==> src/hw/cmdirq_pkg.sv <==
// Operation
// - Address 00h reserved, reads zero, reset 00h
// - Command register at 01h, resets to 20h
// - Bit 5 set switches receiver analog off
// - Writing bit 4 high enters sleep
// - Clearing bit 4 wakes; reads one until ready
// - Sleep refused while software restart runs
// - Op field starts command; reads running op
// - Primary enable at 02h, resets 80h, RW
// - Bit 7 inverts combined status on pin
// - Default invert with open drain leaves pin floating
// - Primary bits 6..0 allow seven requests
// - Secondary enable at 03h, resets 00h, reserved bits
// - Secondary bit 7 selects push-pull or open-drain
// - Secondary bits 4, 2 allow input, checksum
package cmdirq_pkg;

    localparam int ADDR_W = 6;
    localparam int DATA_W = 8;
    localparam int OP_W   = 4;

    localparam logic [ADDR_W-1:0] REG_RSVD = 6'h00;
    localparam logic [ADDR_W-1:0] REG_CMD  = 6'h01;
    localparam logic [ADDR_W-1:0] REG_PIE  = 6'h02;
    localparam logic [ADDR_W-1:0] REG_SIE  = 6'h03;
    localparam logic [ADDR_W-1:0] REG_PST  = 6'h04;
    localparam logic [ADDR_W-1:0] REG_SST  = 6'h05;

    localparam logic [DATA_W-1:0] RST_RSVD = 8'h00;
    localparam logic [DATA_W-1:0] RST_CMD  = 8'h20;
    localparam logic [DATA_W-1:0] RST_PIE  = 8'h80;
    localparam logic [DATA_W-1:0] RST_SIE  = 8'h00;
    localparam logic [DATA_W-1:0] ZERO_B   = 8'h00;

    localparam int CMD_RX_OFF = 5;
    localparam int CMD_SLEEP  = 4;
    localparam int PIE_INV    = 7;
    localparam int SIE_DRIVE  = 7;
    localparam int SIE_EXT    = 4;
    localparam int SIE_CRC    = 2;
    localparam int PRI_N      = 7;

    localparam logic [DATA_W-1:0] SIE_WR_MASK  = 8'h94;
    localparam logic [DATA_W-1:0] SIE_EVT_MASK = 8'h14;
    localparam logic [OP_W-1:0]   OP_IDLE      = 4'h0;

    typedef struct packed {
        logic                wr;
        logic                rd;
        logic [ADDR_W-1:0]   addr;
        logic [DATA_W-1:0]   wdata;
    } reg_req_t;

    typedef struct packed {
        logic transmit_done;
        logic receive_done;
        logic fill_high;
        logic fill_low;
        logic fault;
        logic countdown;
        logic checksum_done;
    } req_events_t;

    typedef enum logic [2:0] {
        ST_AWAKE  = 3'b001,
        ST_ASLEEP = 3'b010,
        ST_WAKING = 3'b100
    } sleep_state_t;

endpackage

==> src/hw/command_and_irq_enable_regs.sv <==
// Implementation choice: strobed register access.
`timescale 1ns/10ps
module command_and_irq_enable_regs #(
    parameter logic [3:0] SOFT_RESTART_OP = 4'hF,
    parameter int         WAKE_CYCLES     = 16
) (
    // Clock, reset, enable
    input  wire logic                          clk,
    input  wire logic                          srst,
    input  wire logic                          ce,
    // Register port
    input  wire cmdirq_pkg::reg_req_t          req,
    output logic [cmdirq_pkg::DATA_W-1:0]      rdata,
    // Command engine
    input  wire logic                          cmd_done,
    output logic [cmdirq_pkg::OP_W-1:0]        cmd_op,
    output logic                               cmd_start,
    // Request sources
    input  wire cmdirq_pkg::req_events_t       events,
    input  wire logic                          external_serial_input,
    // Power control
    output logic                               receiver_off,
    output logic                               power_down,
    // Interrupt
    output logic                               irq,
    output logic                               irq_pin_out,
    output logic                               irq_pin_oe
);

    localparam int CNT_W = $clog2(WAKE_CYCLES + 1);
    localparam logic [CNT_W-1:0] WAKE_LAST = CNT_W'(WAKE_CYCLES - 1);
    localparam logic [CNT_W-1:0] CNT_ZERO  = '0;
    localparam int               EXT_FILL  = 4;

    function automatic logic hit(input logic [cmdirq_pkg::ADDR_W-1:0] a,
                                 input logic [cmdirq_pkg::ADDR_W-1:0] r);
        hit = (a == r);
    endfunction

    logic                              rx_off_r;
    logic [cmdirq_pkg::OP_W-1:0]       op_r;
    logic                              start_r;
    cmdirq_pkg::sleep_state_t          state_r;
    cmdirq_pkg::sleep_state_t          state_nxt;
    logic [CNT_W-1:0]                  wake_cnt_r;
    logic [cmdirq_pkg::DATA_W-1:0]     pie_r;
    logic [cmdirq_pkg::DATA_W-1:0]     sie_r;
    logic [cmdirq_pkg::PRI_N-1:0]      pri_flag_r;
    logic [cmdirq_pkg::PRI_N-1:0]      pri_set;
    logic [cmdirq_pkg::DATA_W-1:0]     sec_flag_r;
    logic [cmdirq_pkg::DATA_W-1:0]     sec_set;
    logic [cmdirq_pkg::DATA_W-1:0]     rdata_r;
    logic [cmdirq_pkg::DATA_W-1:0]     rd_nxt;
    logic                              irq_r;
    logic                              pin_out_r;
    logic                              pin_oe_r;
    logic                              ext_s1_r;
    logic                              ext_s2_r;
    logic                              ext_s3_r;
    logic                              ext_stable_r;
    logic [EXT_FILL-1:0]               ext_fill_r;
    logic                              pd_r;
    logic                              ext_edge;
    logic                              cmd_wr;
    logic                              sleep_ok;
    logic                              combined;
    logic                              level;

    assign cmd_wr = req.wr && hit(req.addr, cmdirq_pkg::REG_CMD);

    // Sleep is refused while the restart op runs or is being written
    assign sleep_ok = (op_r != SOFT_RESTART_OP)
                   && (req.wdata[cmdirq_pkg::OP_W-1:0] != SOFT_RESTART_OP);

    // Receiver shutoff bit
    always_ff @(posedge clk)
    begin
        if (srst)
            rx_off_r <= cmdirq_pkg::RST_CMD[cmdirq_pkg::CMD_RX_OFF];
        else if (ce && cmd_wr)
            rx_off_r <= req.wdata[cmdirq_pkg::CMD_RX_OFF];
    end

    // Running operation code
    always_ff @(posedge clk)
    begin
        if (srst)
        begin
            op_r    <= cmdirq_pkg::RST_CMD[cmdirq_pkg::OP_W-1:0];
            start_r <= 1'b0;
        end
        else if (ce)
        begin
            start_r <= cmd_wr;
            if (cmd_wr)
                op_r <= req.wdata[cmdirq_pkg::OP_W-1:0];
            else if (cmd_done)
                op_r <= cmdirq_pkg::OP_IDLE;
        end
    end

    // Sleep state machine
    always_comb
    begin
        state_nxt = state_r;
        case (state_r)
            cmdirq_pkg::ST_AWAKE:
                if (cmd_wr && req.wdata[cmdirq_pkg::CMD_SLEEP] && sleep_ok)
                    state_nxt = cmdirq_pkg::ST_ASLEEP;
            cmdirq_pkg::ST_ASLEEP:
                if (cmd_wr && !req.wdata[cmdirq_pkg::CMD_SLEEP])
                    state_nxt = cmdirq_pkg::ST_WAKING;
            cmdirq_pkg::ST_WAKING:
                if (cmd_wr && req.wdata[cmdirq_pkg::CMD_SLEEP] && sleep_ok)
                    state_nxt = cmdirq_pkg::ST_ASLEEP;
                else if (wake_cnt_r == WAKE_LAST)
                    state_nxt = cmdirq_pkg::ST_AWAKE;
            default:
                state_nxt = cmdirq_pkg::ST_AWAKE;
        endcase
    end

    always_ff @(posedge clk)
    begin
        if (srst)
            state_r <= cmdirq_pkg::ST_AWAKE;
        else if (ce)
            state_r <= state_nxt;
    end

    // Power-down output flop
    always_ff @(posedge clk)
    begin
        if (srst)
            pd_r <= 1'b0;
        else if (ce)
            pd_r <= (state_nxt != cmdirq_pkg::ST_AWAKE);
    end

    // Wake-up timer
    always_ff @(posedge clk)
    begin
        if (srst)
            wake_cnt_r <= CNT_ZERO;
        else if (ce)
        begin
            if (state_r == cmdirq_pkg::ST_WAKING && state_nxt == cmdirq_pkg::ST_WAKING)
                wake_cnt_r <= wake_cnt_r + CNT_W'(1);
            else
                wake_cnt_r <= CNT_ZERO;
        end
    end

    // Enable registers
    always_ff @(posedge clk)
    begin
        if (srst)
        begin
            pie_r <= cmdirq_pkg::RST_PIE;
            sie_r <= cmdirq_pkg::RST_SIE;
        end
        else if (ce && req.wr)
        begin
            if (hit(req.addr, cmdirq_pkg::REG_PIE))
                pie_r <= req.wdata;
            if (hit(req.addr, cmdirq_pkg::REG_SIE))
                sie_r <= req.wdata & cmdirq_pkg::SIE_WR_MASK;
        end
    end

    // External input synchroniser and edge detect
    always_ff @(posedge clk)
    begin
        if (srst)
        begin
            ext_s1_r     <= 1'b0;
            ext_s2_r     <= 1'b0;
            ext_s3_r     <= 1'b0;
            ext_stable_r <= 1'b0;
            ext_fill_r   <= '0;
        end
        else if (ce)
        begin
            ext_s1_r <= external_serial_input;
            ext_s2_r <= ext_s1_r;
            ext_s3_r <= ext_s2_r;
            ext_fill_r <= {ext_fill_r[EXT_FILL-2:0], 1'b1};
            if (ext_s2_r == ext_s3_r)
                ext_stable_r <= ext_s3_r;
        end
    end

    // No edge until every stage holds a real pin sample after reset
    assign ext_edge = (&ext_fill_r) && (ext_s2_r == ext_s3_r) && (ext_s3_r != ext_stable_r);

    // Sticky request flags, set wins over clear
    assign pri_set = {events.transmit_done, events.receive_done, cmd_done,
                      events.fill_high, events.fill_low, events.fault,
                      events.countdown};

    always_comb
    begin
        sec_set = cmdirq_pkg::ZERO_B;
        sec_set[cmdirq_pkg::SIE_EXT] = ext_edge;
        sec_set[cmdirq_pkg::SIE_CRC] = events.checksum_done;
    end

    always_ff @(posedge clk)
    begin
        if (srst)
        begin
            pri_flag_r <= '0;
            sec_flag_r <= cmdirq_pkg::ZERO_B;
        end
        else if (ce)
        begin
            if (req.wr && hit(req.addr, cmdirq_pkg::REG_PST))
                pri_flag_r <= (pri_flag_r & ~req.wdata[cmdirq_pkg::PRI_N-1:0]) | pri_set;
            else
                pri_flag_r <= pri_flag_r | pri_set;
            if (req.wr && hit(req.addr, cmdirq_pkg::REG_SST))
                sec_flag_r <= (sec_flag_r & ~req.wdata) | sec_set;
            else
                sec_flag_r <= sec_flag_r | sec_set;
        end
    end

    // Combined status and pin driver
    assign combined = (|(pri_flag_r & pie_r[cmdirq_pkg::PRI_N-1:0]))
                    | (|(sec_flag_r & sie_r & cmdirq_pkg::SIE_EVT_MASK));
    assign level = combined ^ pie_r[cmdirq_pkg::PIE_INV];

    always_ff @(posedge clk)
    begin
        if (srst)
        begin
            irq_r     <= 1'b0;
            pin_out_r <= 1'b0;
            pin_oe_r  <= 1'b0;
        end
        else if (ce)
        begin
            irq_r <= combined;
            if (sie_r[cmdirq_pkg::SIE_DRIVE])
            begin
                pin_out_r <= level;
                pin_oe_r  <= 1'b1;
            end
            else
            begin
                pin_out_r <= 1'b0;
                pin_oe_r  <= ~level;
            end
        end
    end

    // Read data, one cycle after the strobe
    always_comb
    begin
        rd_nxt = cmdirq_pkg::ZERO_B;
        case (1'b1)
            hit(req.addr, cmdirq_pkg::REG_RSVD):
                rd_nxt = cmdirq_pkg::RST_RSVD;
            hit(req.addr, cmdirq_pkg::REG_CMD):
            begin
                rd_nxt[cmdirq_pkg::CMD_RX_OFF] = rx_off_r;
                rd_nxt[cmdirq_pkg::CMD_SLEEP]  = (state_r != cmdirq_pkg::ST_AWAKE);
                rd_nxt[cmdirq_pkg::OP_W-1:0]   = op_r;
            end
            hit(req.addr, cmdirq_pkg::REG_PIE):
                rd_nxt = pie_r;
            hit(req.addr, cmdirq_pkg::REG_SIE):
                rd_nxt = sie_r;
            hit(req.addr, cmdirq_pkg::REG_PST):
                rd_nxt[cmdirq_pkg::PRI_N-1:0] = pri_flag_r;
            hit(req.addr, cmdirq_pkg::REG_SST):
                rd_nxt = sec_flag_r;
            default:
                rd_nxt = cmdirq_pkg::ZERO_B;
        endcase
    end

    always_ff @(posedge clk)
    begin
        if (srst)
            rdata_r <= cmdirq_pkg::ZERO_B;
        else if (ce)
            rdata_r <= req.rd ? rd_nxt : cmdirq_pkg::ZERO_B;
    end

    assign rdata        = rdata_r;
    assign cmd_op       = op_r;
    assign cmd_start    = start_r;
    assign receiver_off = rx_off_r;
    assign power_down   = pd_r;
    assign irq          = irq_r;
    assign irq_pin_out  = pin_out_r;
    assign irq_pin_oe   = pin_oe_r;
endmodule
==> config.mk <==
export PLATFORM = sky130hd
export DESIGN_NAME = command_and_irq_enable_regs
export DESIGN_NICKNAME = d
export VERILOG_FILES = /design/src/hw/cmdirq_pkg.sv /design/src/hw/command_and_irq_enable_regs.sv
export SDC_FILE = /design/constraint.sdc
export NUM_CORES = 1
export LEC_CHECK = 0
export ABC_AREA = 0
export BUFFER_PORTS_ARGS = -buffer_cell sky130_fd_sc_hd__buf_2
export CELL_PAD_IN_SITES_DETAIL_PLACEMENT = 1
export CELL_PAD_IN_SITES_GLOBAL_PLACEMENT = 2
export CORE_AREA = 8 8 106 108
export DETAILED_ROUTE_END_ITERATION = 7
export DIE_AREA = 0 0 114 116
export PLACE_DENSITY = 0.76
export SETUP_SLACK_MARGIN = 0.2
export SYNTH_ARGS = -nofsm -noshare
export SYNTH_HDL_FRONTEND = slang
export SYNTH_SLANG_ARGS = --single-unit
==> constraint.sdc <==
create_clock -name clk -period 2 [get_ports clk]
set_input_delay 0.4 -clock clk [delete_from_list [all_inputs] [get_ports clk]]
set_output_delay 0.4 -clock clk [all_outputs]
set_load 0.01 [all_outputs]
# [Word-level counts from Yosys, hierarchy flattened]
# Index checks and enable logic that the tools add are counted.
[classes] n_reduce_logical=22 addsub=1 bitwise=13 n_mux=31 eq_ne=16
[ops] op="$mux 6" count=6
[ops] op="$mux 8" count=2
[ops] op="$or 8x5->8" count=2
[ops] op="$and 7x7->7" count=2
[ops] op="$mux 1" count=14
[ops] op="$or 7x7->7" count=2
[ops] op="$eq 6x2->1 const B" count=2
[ops] op="$eq 6x3->1 const B" count=2
[ops] op="$logic_and 1x1->1" count=12
[ops] op="$mux 3" count=4
[ops] op="$pmux 3 s3" count=1
[ops] op="$and 8x8->8" count=1
[ops] op="$mux 4" count=2
[ops] op="$ne 4x4->1 const B" count=2
[ops] op="$not 8->8" count=1
[ops] op="$reduce_and 2->1" count=4
[ops] op="$mux 7" count=1
[ops] op="$not 7->7" count=1
[ops] op="$reduce_or 7->1" count=1
[ops] op="$eq 3x3->1 const B" count=2
[ops] op="$eq 6x1->1 const B" count=1
[ops] op="$logic_not 6->1" count=1
[ops] op="$ne 3x1->1 const B" count=2
[ops] op="$add 5x1->5 const B" count=1
[ops] op="14 further kinds" count=14
[totals] elab_cells=102 output_inout_bits=18 ff_bits=60

# [Depth between registers and ports, before layout]
# Gate-level depths: netlist of the first run.
[logic_depth] depth_word=9 depth_mapped=7

# [Worst setup path after synthesis of the first run]
# Ideal clock, no wire load.
[synth_timing] kind="register to register" startpoint="register wake_cnt_r[0]" endpoint="register state_r[2]" setup_ps=79 path_stages_with_launch=7 t_arrival_ps=1656 slack_ps=264 period_less_slack_ps=1736 required_ps=1921 cell_sequence="dfxtp_1 -> ha_1 -> and3_1 -> ha_1 -> nor3_1 -> a32oi_1 -> a211oi_2"
[synth_between] elab_chain_cells=4
[synth_lines] item="start: declaration" line="command_and_irq_enable_regs.sv:45" rtl="logic [CNT_W-1:0] wake_cnt_r;"
[synth_lines] item="start signal: assignment" line="command_and_irq_enable_regs.sv:148" rtl="wake_cnt_r <= wake_cnt_r + CNT_W'(1);"
[synth_lines] item="$eq 5x4->1" line="command_and_irq_enable_regs.sv:116" rtl="else if (wake_cnt_r == WAKE_LAST)"
[synth_lines] item="$mux 3" line="command_and_irq_enable_regs.sv:116"
[synth_lines] item="$mux 3" line="command_and_irq_enable_regs.sv:114" rtl="if (cmd_wr && req.wdata[cmdirq_pkg::CMD_SLEEP] && sleep_ok)"
[synth_lines] item="$pmux 3 s3" line="command_and_irq_enable_regs.sv:106" rtl="case (state_r)"
[synth_lines] item="end signal: assignment" line="command_and_irq_enable_regs.sv:126" rtl="state_r <= cmdirq_pkg::ST_AWAKE;"
[synth_lines] item="end signal: assignment" line="command_and_irq_enable_regs.sv:128" rtl="state_r <= state_nxt;"
[synth_lines] item="end: declaration" line="command_and_irq_enable_regs.sv:43" rtl="cmdirq_pkg::sleep_state_t state_r;"
# Every way passes these cells.
# A chain may end at the register's enable or synchronous reset.

# [Worst setup path after layout of the first run]
[layout_timing] startpoint="register wake_cnt_r[1]" endpoint="register pd_r, in the netlist power_down"
[layout_between] elab_chain_cells=5
[layout_lines] item="$eq 5x4->1" line="command_and_irq_enable_regs.sv:116"
[layout_lines] item="$mux 3" line="command_and_irq_enable_regs.sv:116"
[layout_lines] item="$mux 3" line="command_and_irq_enable_regs.sv:114"
[layout_lines] item="$pmux 3 s3" line="command_and_irq_enable_regs.sv:106"
[layout_lines] item="$ne 3x1->1" line="command_and_irq_enable_regs.sv:137" rtl="pd_r <= (state_nxt != cmdirq_pkg::ST_AWAKE);"
[layout_lines] item="end signal: assignment" line="command_and_irq_enable_regs.sv:137"
[layout_lines] item="end: declaration" line="command_and_irq_enable_regs.sv:62" rtl="logic pd_r;"
# Every way passes these cells.

==> results.json, run 1 <==
{
  "run_status": "completed",
  "maxClockFrequency_ghz": 0.581,
  "standard_cell_rows": 36,
  "fillCellCount": 1178,
  "worst_setup_path_start_kind": "flop",
  "vias_per_cell": 5.07,
  "floorplan.die_area_mm2": 0.0132,
  "period_share_pct": 86.0,
  "synth_top_area_share_pct": 43.3,
  "finalNonFillerCells": 518,
  "numPortBuffers": 45,
  "ys_seq_elements": 60,
  "worstSetupPathType": "flop to flop",
  "postCtsHoldBufs": 0,
  "synth_cell_type_count": 48,
  "relSlewSlack_pct": 72.8,
  "ys.warnings.count": 0,
  "min_path_type": "input port to flop",
  "stdcell_area_mm2": 0.00343,
  "critPathArrivalTime_ns": 1.95,
  "clock-root-buffer": "sky130_fd_sc_hd__clkbuf_8",
  "design_power_total_uw": 2540,
  "globalRouteTotalUtil_pct": 13.8,
  "fin_setup_tns_ns": 0,
  "route.detailed.drc": 0,
  "die_width_um": 114,
  "finClkSkew_ns": 0.00901,
  "gp_congestion": 0.787,
  "finalSetupViolCount": 0,
  "dpl.hpwl_mm": 6.38,
  "io_pins": 46,
  "tightest_slew_ns": 0.407,
  "number_of_iterations_in_the_first_detailed_routing_pass": 4,
  "critical_path_required_ns": 2.23,
  "cts_buffer_depth": 2,
  "synth_top_area_cell": "sky130_fd_sc_hd__dfxtp_1",
  "final_max_slew_viol_count": 0,
  "post_cts_resized": 0,
  "insertion_delay_ns": 0.34,
  "p_leak_uw": 0.00145,
  "post_synth_instance_area_mm2": 0.00278,
  "gr-total-overflow": 0,
  "syn_avg_cell_area_um2": 8.54,
  "synth_cells": 325,
  "vdd_drop_max_v": 0.000268,
  "die_h_um": 116,
  "cts_tree": "done",
  "flow.area_growth_from_synthesis_pct": 23.6,
  "start_util_pct": 29.1,
  "n_antenna_cell": 0,
  "power.density_mw_per_mm2": 741,
  "timing.critical_path.fanout_max": 3,
  "number_of_global_route_vias_before_repair": 2718,
  "cts-buffers-inserted": 9,
  "core_mm2": 0.00955,
  "htree_levels": 3,
  "r2r_slack_ns": 0.28,
  "grt_antenna_before_repair": 0,
  "cts.clk_slew.worst_paths_ns": 0.07,
  "postSynthNetCount": 355,
  "timing.final.crit_period_ns": 1.72,
  "placed_cell_area_mm2": 0.00322,
  "critPathCaptureType": "flop",
  "routed_wl_mm": 8.60,
  "unrepaired_setup_endpoints_after_global_routing": "true",
  "ys_seq_area_share_pct": 43.3,
  "final_hold_viol_count": 0,
  "detailroute.via_count": 2624,
  "layout-drive-gt1-share_pct": 23.1,
  "hold_path.startpoint": "external_serial_input",
  "drt_first_iter_violations": 97,
  "final_net_count": 410,
  "crit_path_start": "wake_cnt_r[1]",
  "antenna_violating_nets_post_route": 0,
  "largest_net_degree_at_the_start_of_global_routing": 35,
  "fin_util_pct": 35.9,
  "drv_cap": 0,
  "synth_area_leaders": "sky130_fd_sc_hd__dfxtp_1 (43%), sky130_fd_sc_hd__nand3_1 (6.5%), sky130_fd_sc_hd__mux2i_1 (6.1%)",
  "grt_pass1_wl_mm": 14.4,
  "clock_sinks": 60,
  "post-cts-setup-buffers": 0,
  "route.detailed.wl_per_inst_um": 16.6,
  "worst_r2r_startpoint": "wake_cnt_r[1]",
  "placedCellCount": 502
}
[worst max-delay path, stage by stage (launching register included)]
cell                      delay (ns)
sky130_fd_sc_hd__dfxtp_1        0.36
sky130_fd_sc_hd__ha_2           0.19
sky130_fd_sc_hd__and3_1         0.17
sky130_fd_sc_hd__ha_1           0.17
sky130_fd_sc_hd__inv_1          0.05
sky130_fd_sc_hd__o21a_1         0.17
sky130_fd_sc_hd__o311a_1        0.31
sky130_fd_sc_hd__o21a_1         0.19
[layout make-up]
cell class	count	area [um^2]	area share (%)
repair buffers	63	360	10.5
inverters	11	41.3	1.20
clock buffers	10	138	4.01
well taps	133	166	4.85
multi-input cells	235	1460	42.5
flip-flops and latches	60	1200	35.0
clock inverters	6	63.8	1.86
[path summary, 6_finish.rpt]
kind | to | cells after the start
worst max-delay path | power_down | 7
worst min-delay path | ext_s1_r | 3
worst max register to register | power_down | 7
worst min register to register | sec_flag_r[7] | 2
[routing by layer]
layer	vias up	share of wire (%)	track usage, %
li1	1293	-	-
met1	1287	49	17.3
met2	38	46	22.5
met3	6	3.9	3.34
met4	0	1.2	5.06
met5	-	0	0
[logic make-up after synthesis]
kind of cell,synth area share [%]
muxes,6.54
and+or+nand+nor,26.2
buffers and inverters,4.42
DFF,43.3
AOI/OAI and AO/OA,18.3
adders and majority gates,0.902
xor gates and xnor gates,0.316
[through the flow]
step / worst slack [ns] / hold slack (ns)
6_report: 0.279 / 0.298
5_1_grt: 0.197 / 0.306
4_1_cts: 0.253 / 0.285
3_5_place_dp: 0.140 / 0.432
3_3_place_gp: 0.187 / 0.426
2_1_floorplan: 0.264 / 0.416
[cells in the final DEF, fill, tap and decap left out, types with 2 or more instances in the layout]
master                       netlist  routed
sky130_fd_sc_hd__nor2b_1           4       4
sky130_fd_sc_hd__nand4_1          13      13
sky130_fd_sc_hd__buf_2             5      45
sky130_fd_sc_hd__a311oi_1          2       2
sky130_fd_sc_hd__nand3_1          36      35
sky130_fd_sc_hd__nand2b_1          4       4
sky130_fd_sc_hd__o211ai_1          2       2
sky130_fd_sc_hd__nor4_4            2       2
sky130_fd_sc_hd__nand4b_1          2       2
sky130_fd_sc_hd__o21a_1            2       2
sky130_fd_sc_hd__o21ai_0          13      13
sky130_fd_sc_hd__mux2i_1          17      17
sky130_fd_sc_hd__nor2_1           29      29
sky130_fd_sc_hd__a22oi_1           2       2
sky130_fd_sc_hd__o311a_1           2       2
sky130_fd_sc_hd__a22o_1            7       7
sky130_fd_sc_hd__a21oi_1          27      27
sky130_fd_sc_hd__clkinv_2          0       2
sky130_fd_sc_hd__clkinvlp_4        0       2
sky130_fd_sc_hd__nor3_1            5       5
sky130_fd_sc_hd__and3_1            4       4
sky130_fd_sc_hd__buf_4             1      18
sky130_fd_sc_hd__o2111ai_1         2       2
sky130_fd_sc_hd__inv_1            11      11
sky130_fd_sc_hd__a21o_1            3       3
sky130_fd_sc_hd__dfxtp_1          60      59
sky130_fd_sc_hd__clkbuf_8          0      10
sky130_fd_sc_hd__o211a_1           5       5
sky130_fd_sc_hd__nand2_1          31      31
[registers in the layout, summed over array words and instances, names as in the netlist, 3 cells and up]
signal,cells
sec_flag_r,8
ext_fill_r,4
wake_cnt_r,5
state_r,3
rdata,8
cmd_op,4
sie_r,3
pri_flag_r,7
pie_r,8
[where the power goes]
group / switching (uW) / internal, uW
clock: 498 / 606
sequential: 18.9 / 1220
combinational: 129 / 73.9
total: 646 / 1900
[cell usage after synthesis (all sizes together)]
library cell and count:
dfxtp 60, nand3 36, nand2 31, nor2 30, a21oi 27, mux2i 17, o21ai 14, nand4 13
clkbuf 12, inv 11, a22o 7, buf 7, nor3 5, o211a 5, and3 4, nand2b 4
nor2b 4, a21o 3, a22oi 2, a311oi 2, ha 2, nand4b 2, nor4 2, o2111ai 2
o211ai 2, o21a 2, o311a 2, a211oi 1, a221oi 1, a222oi 1, a31oi 1, a32oi 1
a41oi 1, and2 1, and4 1, and4b 1, mux2 1, nor3b 1, nor4b 1, o22ai 1
o311ai 1, or3 1, or4 1, xnor2 1
Power figures use the tool's default switching activity.
==> inputs of run 2 (changes only) <==
--- a/config.mk
+++ b/config.mk
@@ -7,12 +7,12 @@
 export LEC_CHECK = 0
 export ABC_AREA = 0
 export BUFFER_PORTS_ARGS = -buffer_cell sky130_fd_sc_hd__buf_2
-export CELL_PAD_IN_SITES_DETAIL_PLACEMENT = 1
-export CELL_PAD_IN_SITES_GLOBAL_PLACEMENT = 2
+export CELL_PAD_IN_SITES_DETAIL_PLACEMENT = 0
+export CELL_PAD_IN_SITES_GLOBAL_PLACEMENT = 1
 export CORE_AREA = 8 8 106 108
 export DETAILED_ROUTE_END_ITERATION = 7
 export DIE_AREA = 0 0 114 116
-export PLACE_DENSITY = 0.76
+export PLACE_DENSITY = 0.64
 export SETUP_SLACK_MARGIN = 0.2
 export SYNTH_ARGS = -nofsm -noshare
 export SYNTH_HDL_FRONTEND = slang
==> run 2 against run 1 <==
Against the previous run: combinational power about the same; critical endpoint unchanged; total power down 3.4%; utilization down 0.066 points; highest routed layer unchanged.
==> results.json, run 2 (same netlist as run 1, synthesis figures left out) <==
{
  "run_status": "completed",
  "n_antenna_cell": 0,
  "cpMostUsedCell": "sky130_fd_sc_hd__o21a_1",
  "critical_path_required_ns": 2.24,
  "cts-buffers-inserted": 9,
  "number_of_global_route_vias_before_repair": 2495,
  "flow.area_growth_from_synthesis_pct": 23.4,
  "clock_sinks": 60,
  "slowest_stage": "sky130_fd_sc_hd__dfxtp_2",
  "fillCellCount": 1035,
  "drt_first_iter_violations": 138,
  "gr-total-overflow": 0,
  "unrepaired_setup_endpoints_after_global_routing": "false",
  "hold_path.startpoint": "external_serial_input",
  "timing.final.crit_period_ns": 1.69,
  "power.density_mw_per_mm2": 718,
  "io_pins": 46,
  "routed_wl_mm": 8.20,
  "layout.area.seq_mm2": 0.00120,
  "finClkSkew_ns": 0.00711,
  "grt-busiest-layer": "met2",
  "final_net_count": 410,
  "grt_use_met1_pct": 15.8,
  "maxClockFrequency_ghz": 0.593,
  "htree_levels": 3,
  "placedCellCount": 502,
  "cts_buffer_depth": 2,
  "layout-drive-gt1-share_pct": 22.6,
  "fin_setup_tns_ns": 0,
  "most_common_cell_after_layout_fill_and_taps_aside": "sky130_fd_sc_hd__dfxtp_1",
  "layout.cells.most_common_list": "sky130_fd_sc_hd__dfxtp_1 (58), sky130_fd_sc_hd__buf_2 (45), sky130_fd_sc_hd__nand3_1 (36), sky130_fd_sc_hd__nand2_1 (31), sky130_fd_sc_hd__nor2_1 (29)",
  "path_cells": "ha_2 -> and3_1 -> ha_1 -> inv_1 -> o21a_1 -> o311a_1 -> o21a_1",
  "worst_r2r_startpoint": "wake_cnt_r[0]",
  "number_of_iterations_in_the_first_detailed_routing_pass": 4,
  "cp_slowest_stage_delay_ns": 0.35,
  "largest_net_degree_at_the_start_of_global_routing": 32,
  "insertion_delay_ns": 0.35,
  "min_path_type": "input port to flop",
  "hold_path_end": "ext_s1_r",
  "globalRouteTotalUtil_pct": 12.9,
  "floorplan.die_area_mm2": 0.0132,
  "antenna_violating_nets_post_route": 0,
  "gp_congestion": 0.849,
  "grt_antenna_before_repair": 0,
  "numPortBuffers": 45,
  "worstSetupPathType": "flop to flop",
  "critPathArrivalTime_ns": 1.93,
  "route.detailed.wl_per_inst_um": 15.8,
  "groute.layer.met3.usage_pct": 3.44,
  "p_leak_uw": 0.00145,
  "drv_cap": 0,
  "core_mm2": 0.00955,
  "critPathCaptureType": "flop",
  "route.detailed.drc": 0,
  "finalNonFillerCells": 518,
  "finalSetupViolCount": 0,
  "vdd_drop_max_v": 0.000193,
  "vias_per_cell": 4.95,
  "dpl.hpwl_mm": 6.12,
  "timing.critical_path.fanout_max": 4,
  "cts.clk_slew.worst_paths_ns": 0.07,
  "timing.reg2reg.worst_path_depth": 7,
  "post-cts-setup-buffers": 0,
  "detailroute.via_count": 2565,
  "standard_cell_rows": 36,
  "period_share_pct": 84.4,
  "die_h_um": 116,
  "worst_setup_path_start_kind": "flop",
  "fin_util_pct": 35.9,
  "start_util_pct": 29.1,
  "die_width_um": 114,
  "relSlewSlack_pct": 57.9,
  "timing.hold.worst_path_depth": 3,
  "rr_endpoint": "power_down",
  "design_power_total_uw": 2460,
  "final_hold_viol_count": 0,
  "tightest_slew_ns": 0.629,
  "final_max_slew_viol_count": 0,
  "use_met2_pct": 20.2,
  "r2r_slack_ns": 0.31,
  "grt_pass1_wl_mm": 13.2,
  "cts_tree": "done",
  "clock-root-buffer": "sky130_fd_sc_hd__clkbuf_8",
  "multi_input_gate_area_mm2": 0.00146
}
## run 2: worst max-delay path, delay by kind of cell (launching register included)
| family | cells | cell delay [ns] |
|---|---|---|
| AO/OA/AOI/OAI | 3 | 0.65 |
| flip-flops | 1 | 0.35 |
| buffers and inverters | 1 | 0.05 |
| adder cells (fa/ha/maj) | 2 | 0.37 |
| AND/OR/NAND/NOR | 1 | 0.16 |
## run 2: worst max path at each step
stage                  startpoint            end  cells past startpoint
floorplan           wake_cnt_r[0]     state_r[2]                      6
global placement          req[10]       rdata[2]                      5
detailed placement        req[10]       rdata[2]                      5
CTS                 wake_cnt_r[0]  wake_cnt_r[3]                      7
global route        wake_cnt_r[0]     power_down                      7
finish              wake_cnt_r[0]     power_down                      7
## run 2: area by class of cell
| class | count | share of cell area, % |
|---|---|---|
| inverter | 11 | 1.21 |
| multi-input combinational | 235 | 42.6 |
| sequential | 60 | 35.1 |
| tap | 133 | 4.86 |
| clock inverter | 1 | 0.146 |
| clock buffer | 15 | 5.15 |
| timing repair buffer | 63 | 10.9 |
## run 2: metal layers
layer  part of all wire (%)  vias up  wire length, um
met1                     46     1201             3780
met4                    2.3        0              191
met2                     46       61             3760
met5                      0        -                0
li1                       -     1291                -
met3                    5.7       12              471
## run 2: power by group
| part | internal (uW) | leakage (uW) | switching, uW |
|---|---|---|---|
| clock | 551 | 0.0000937 | 468 |
| combinational | 75.3 | 0.000868 | 127 |
| sequential | 1220 | 0.000488 | 18.8 |
## run 2: timing repair
action | CTS | global route
hold endpoints to repair | 0 | 0
setup endpoints to repair | 0 | 6
hold buffers | 0 | 0
resized for setup | 0 | 4
## run 2: per-stage QoR
stage                     worst slack (ns)  area, um^2  hold slack [ns]
after floorplan                      0.264        2780            0.416
after global placement               0.176        3230            0.428
after detailed placement             0.164        3230            0.439
after CTS                            0.260        3410            0.283
after global routing                 0.222        3420            0.301
final                                0.312        3420            0.296
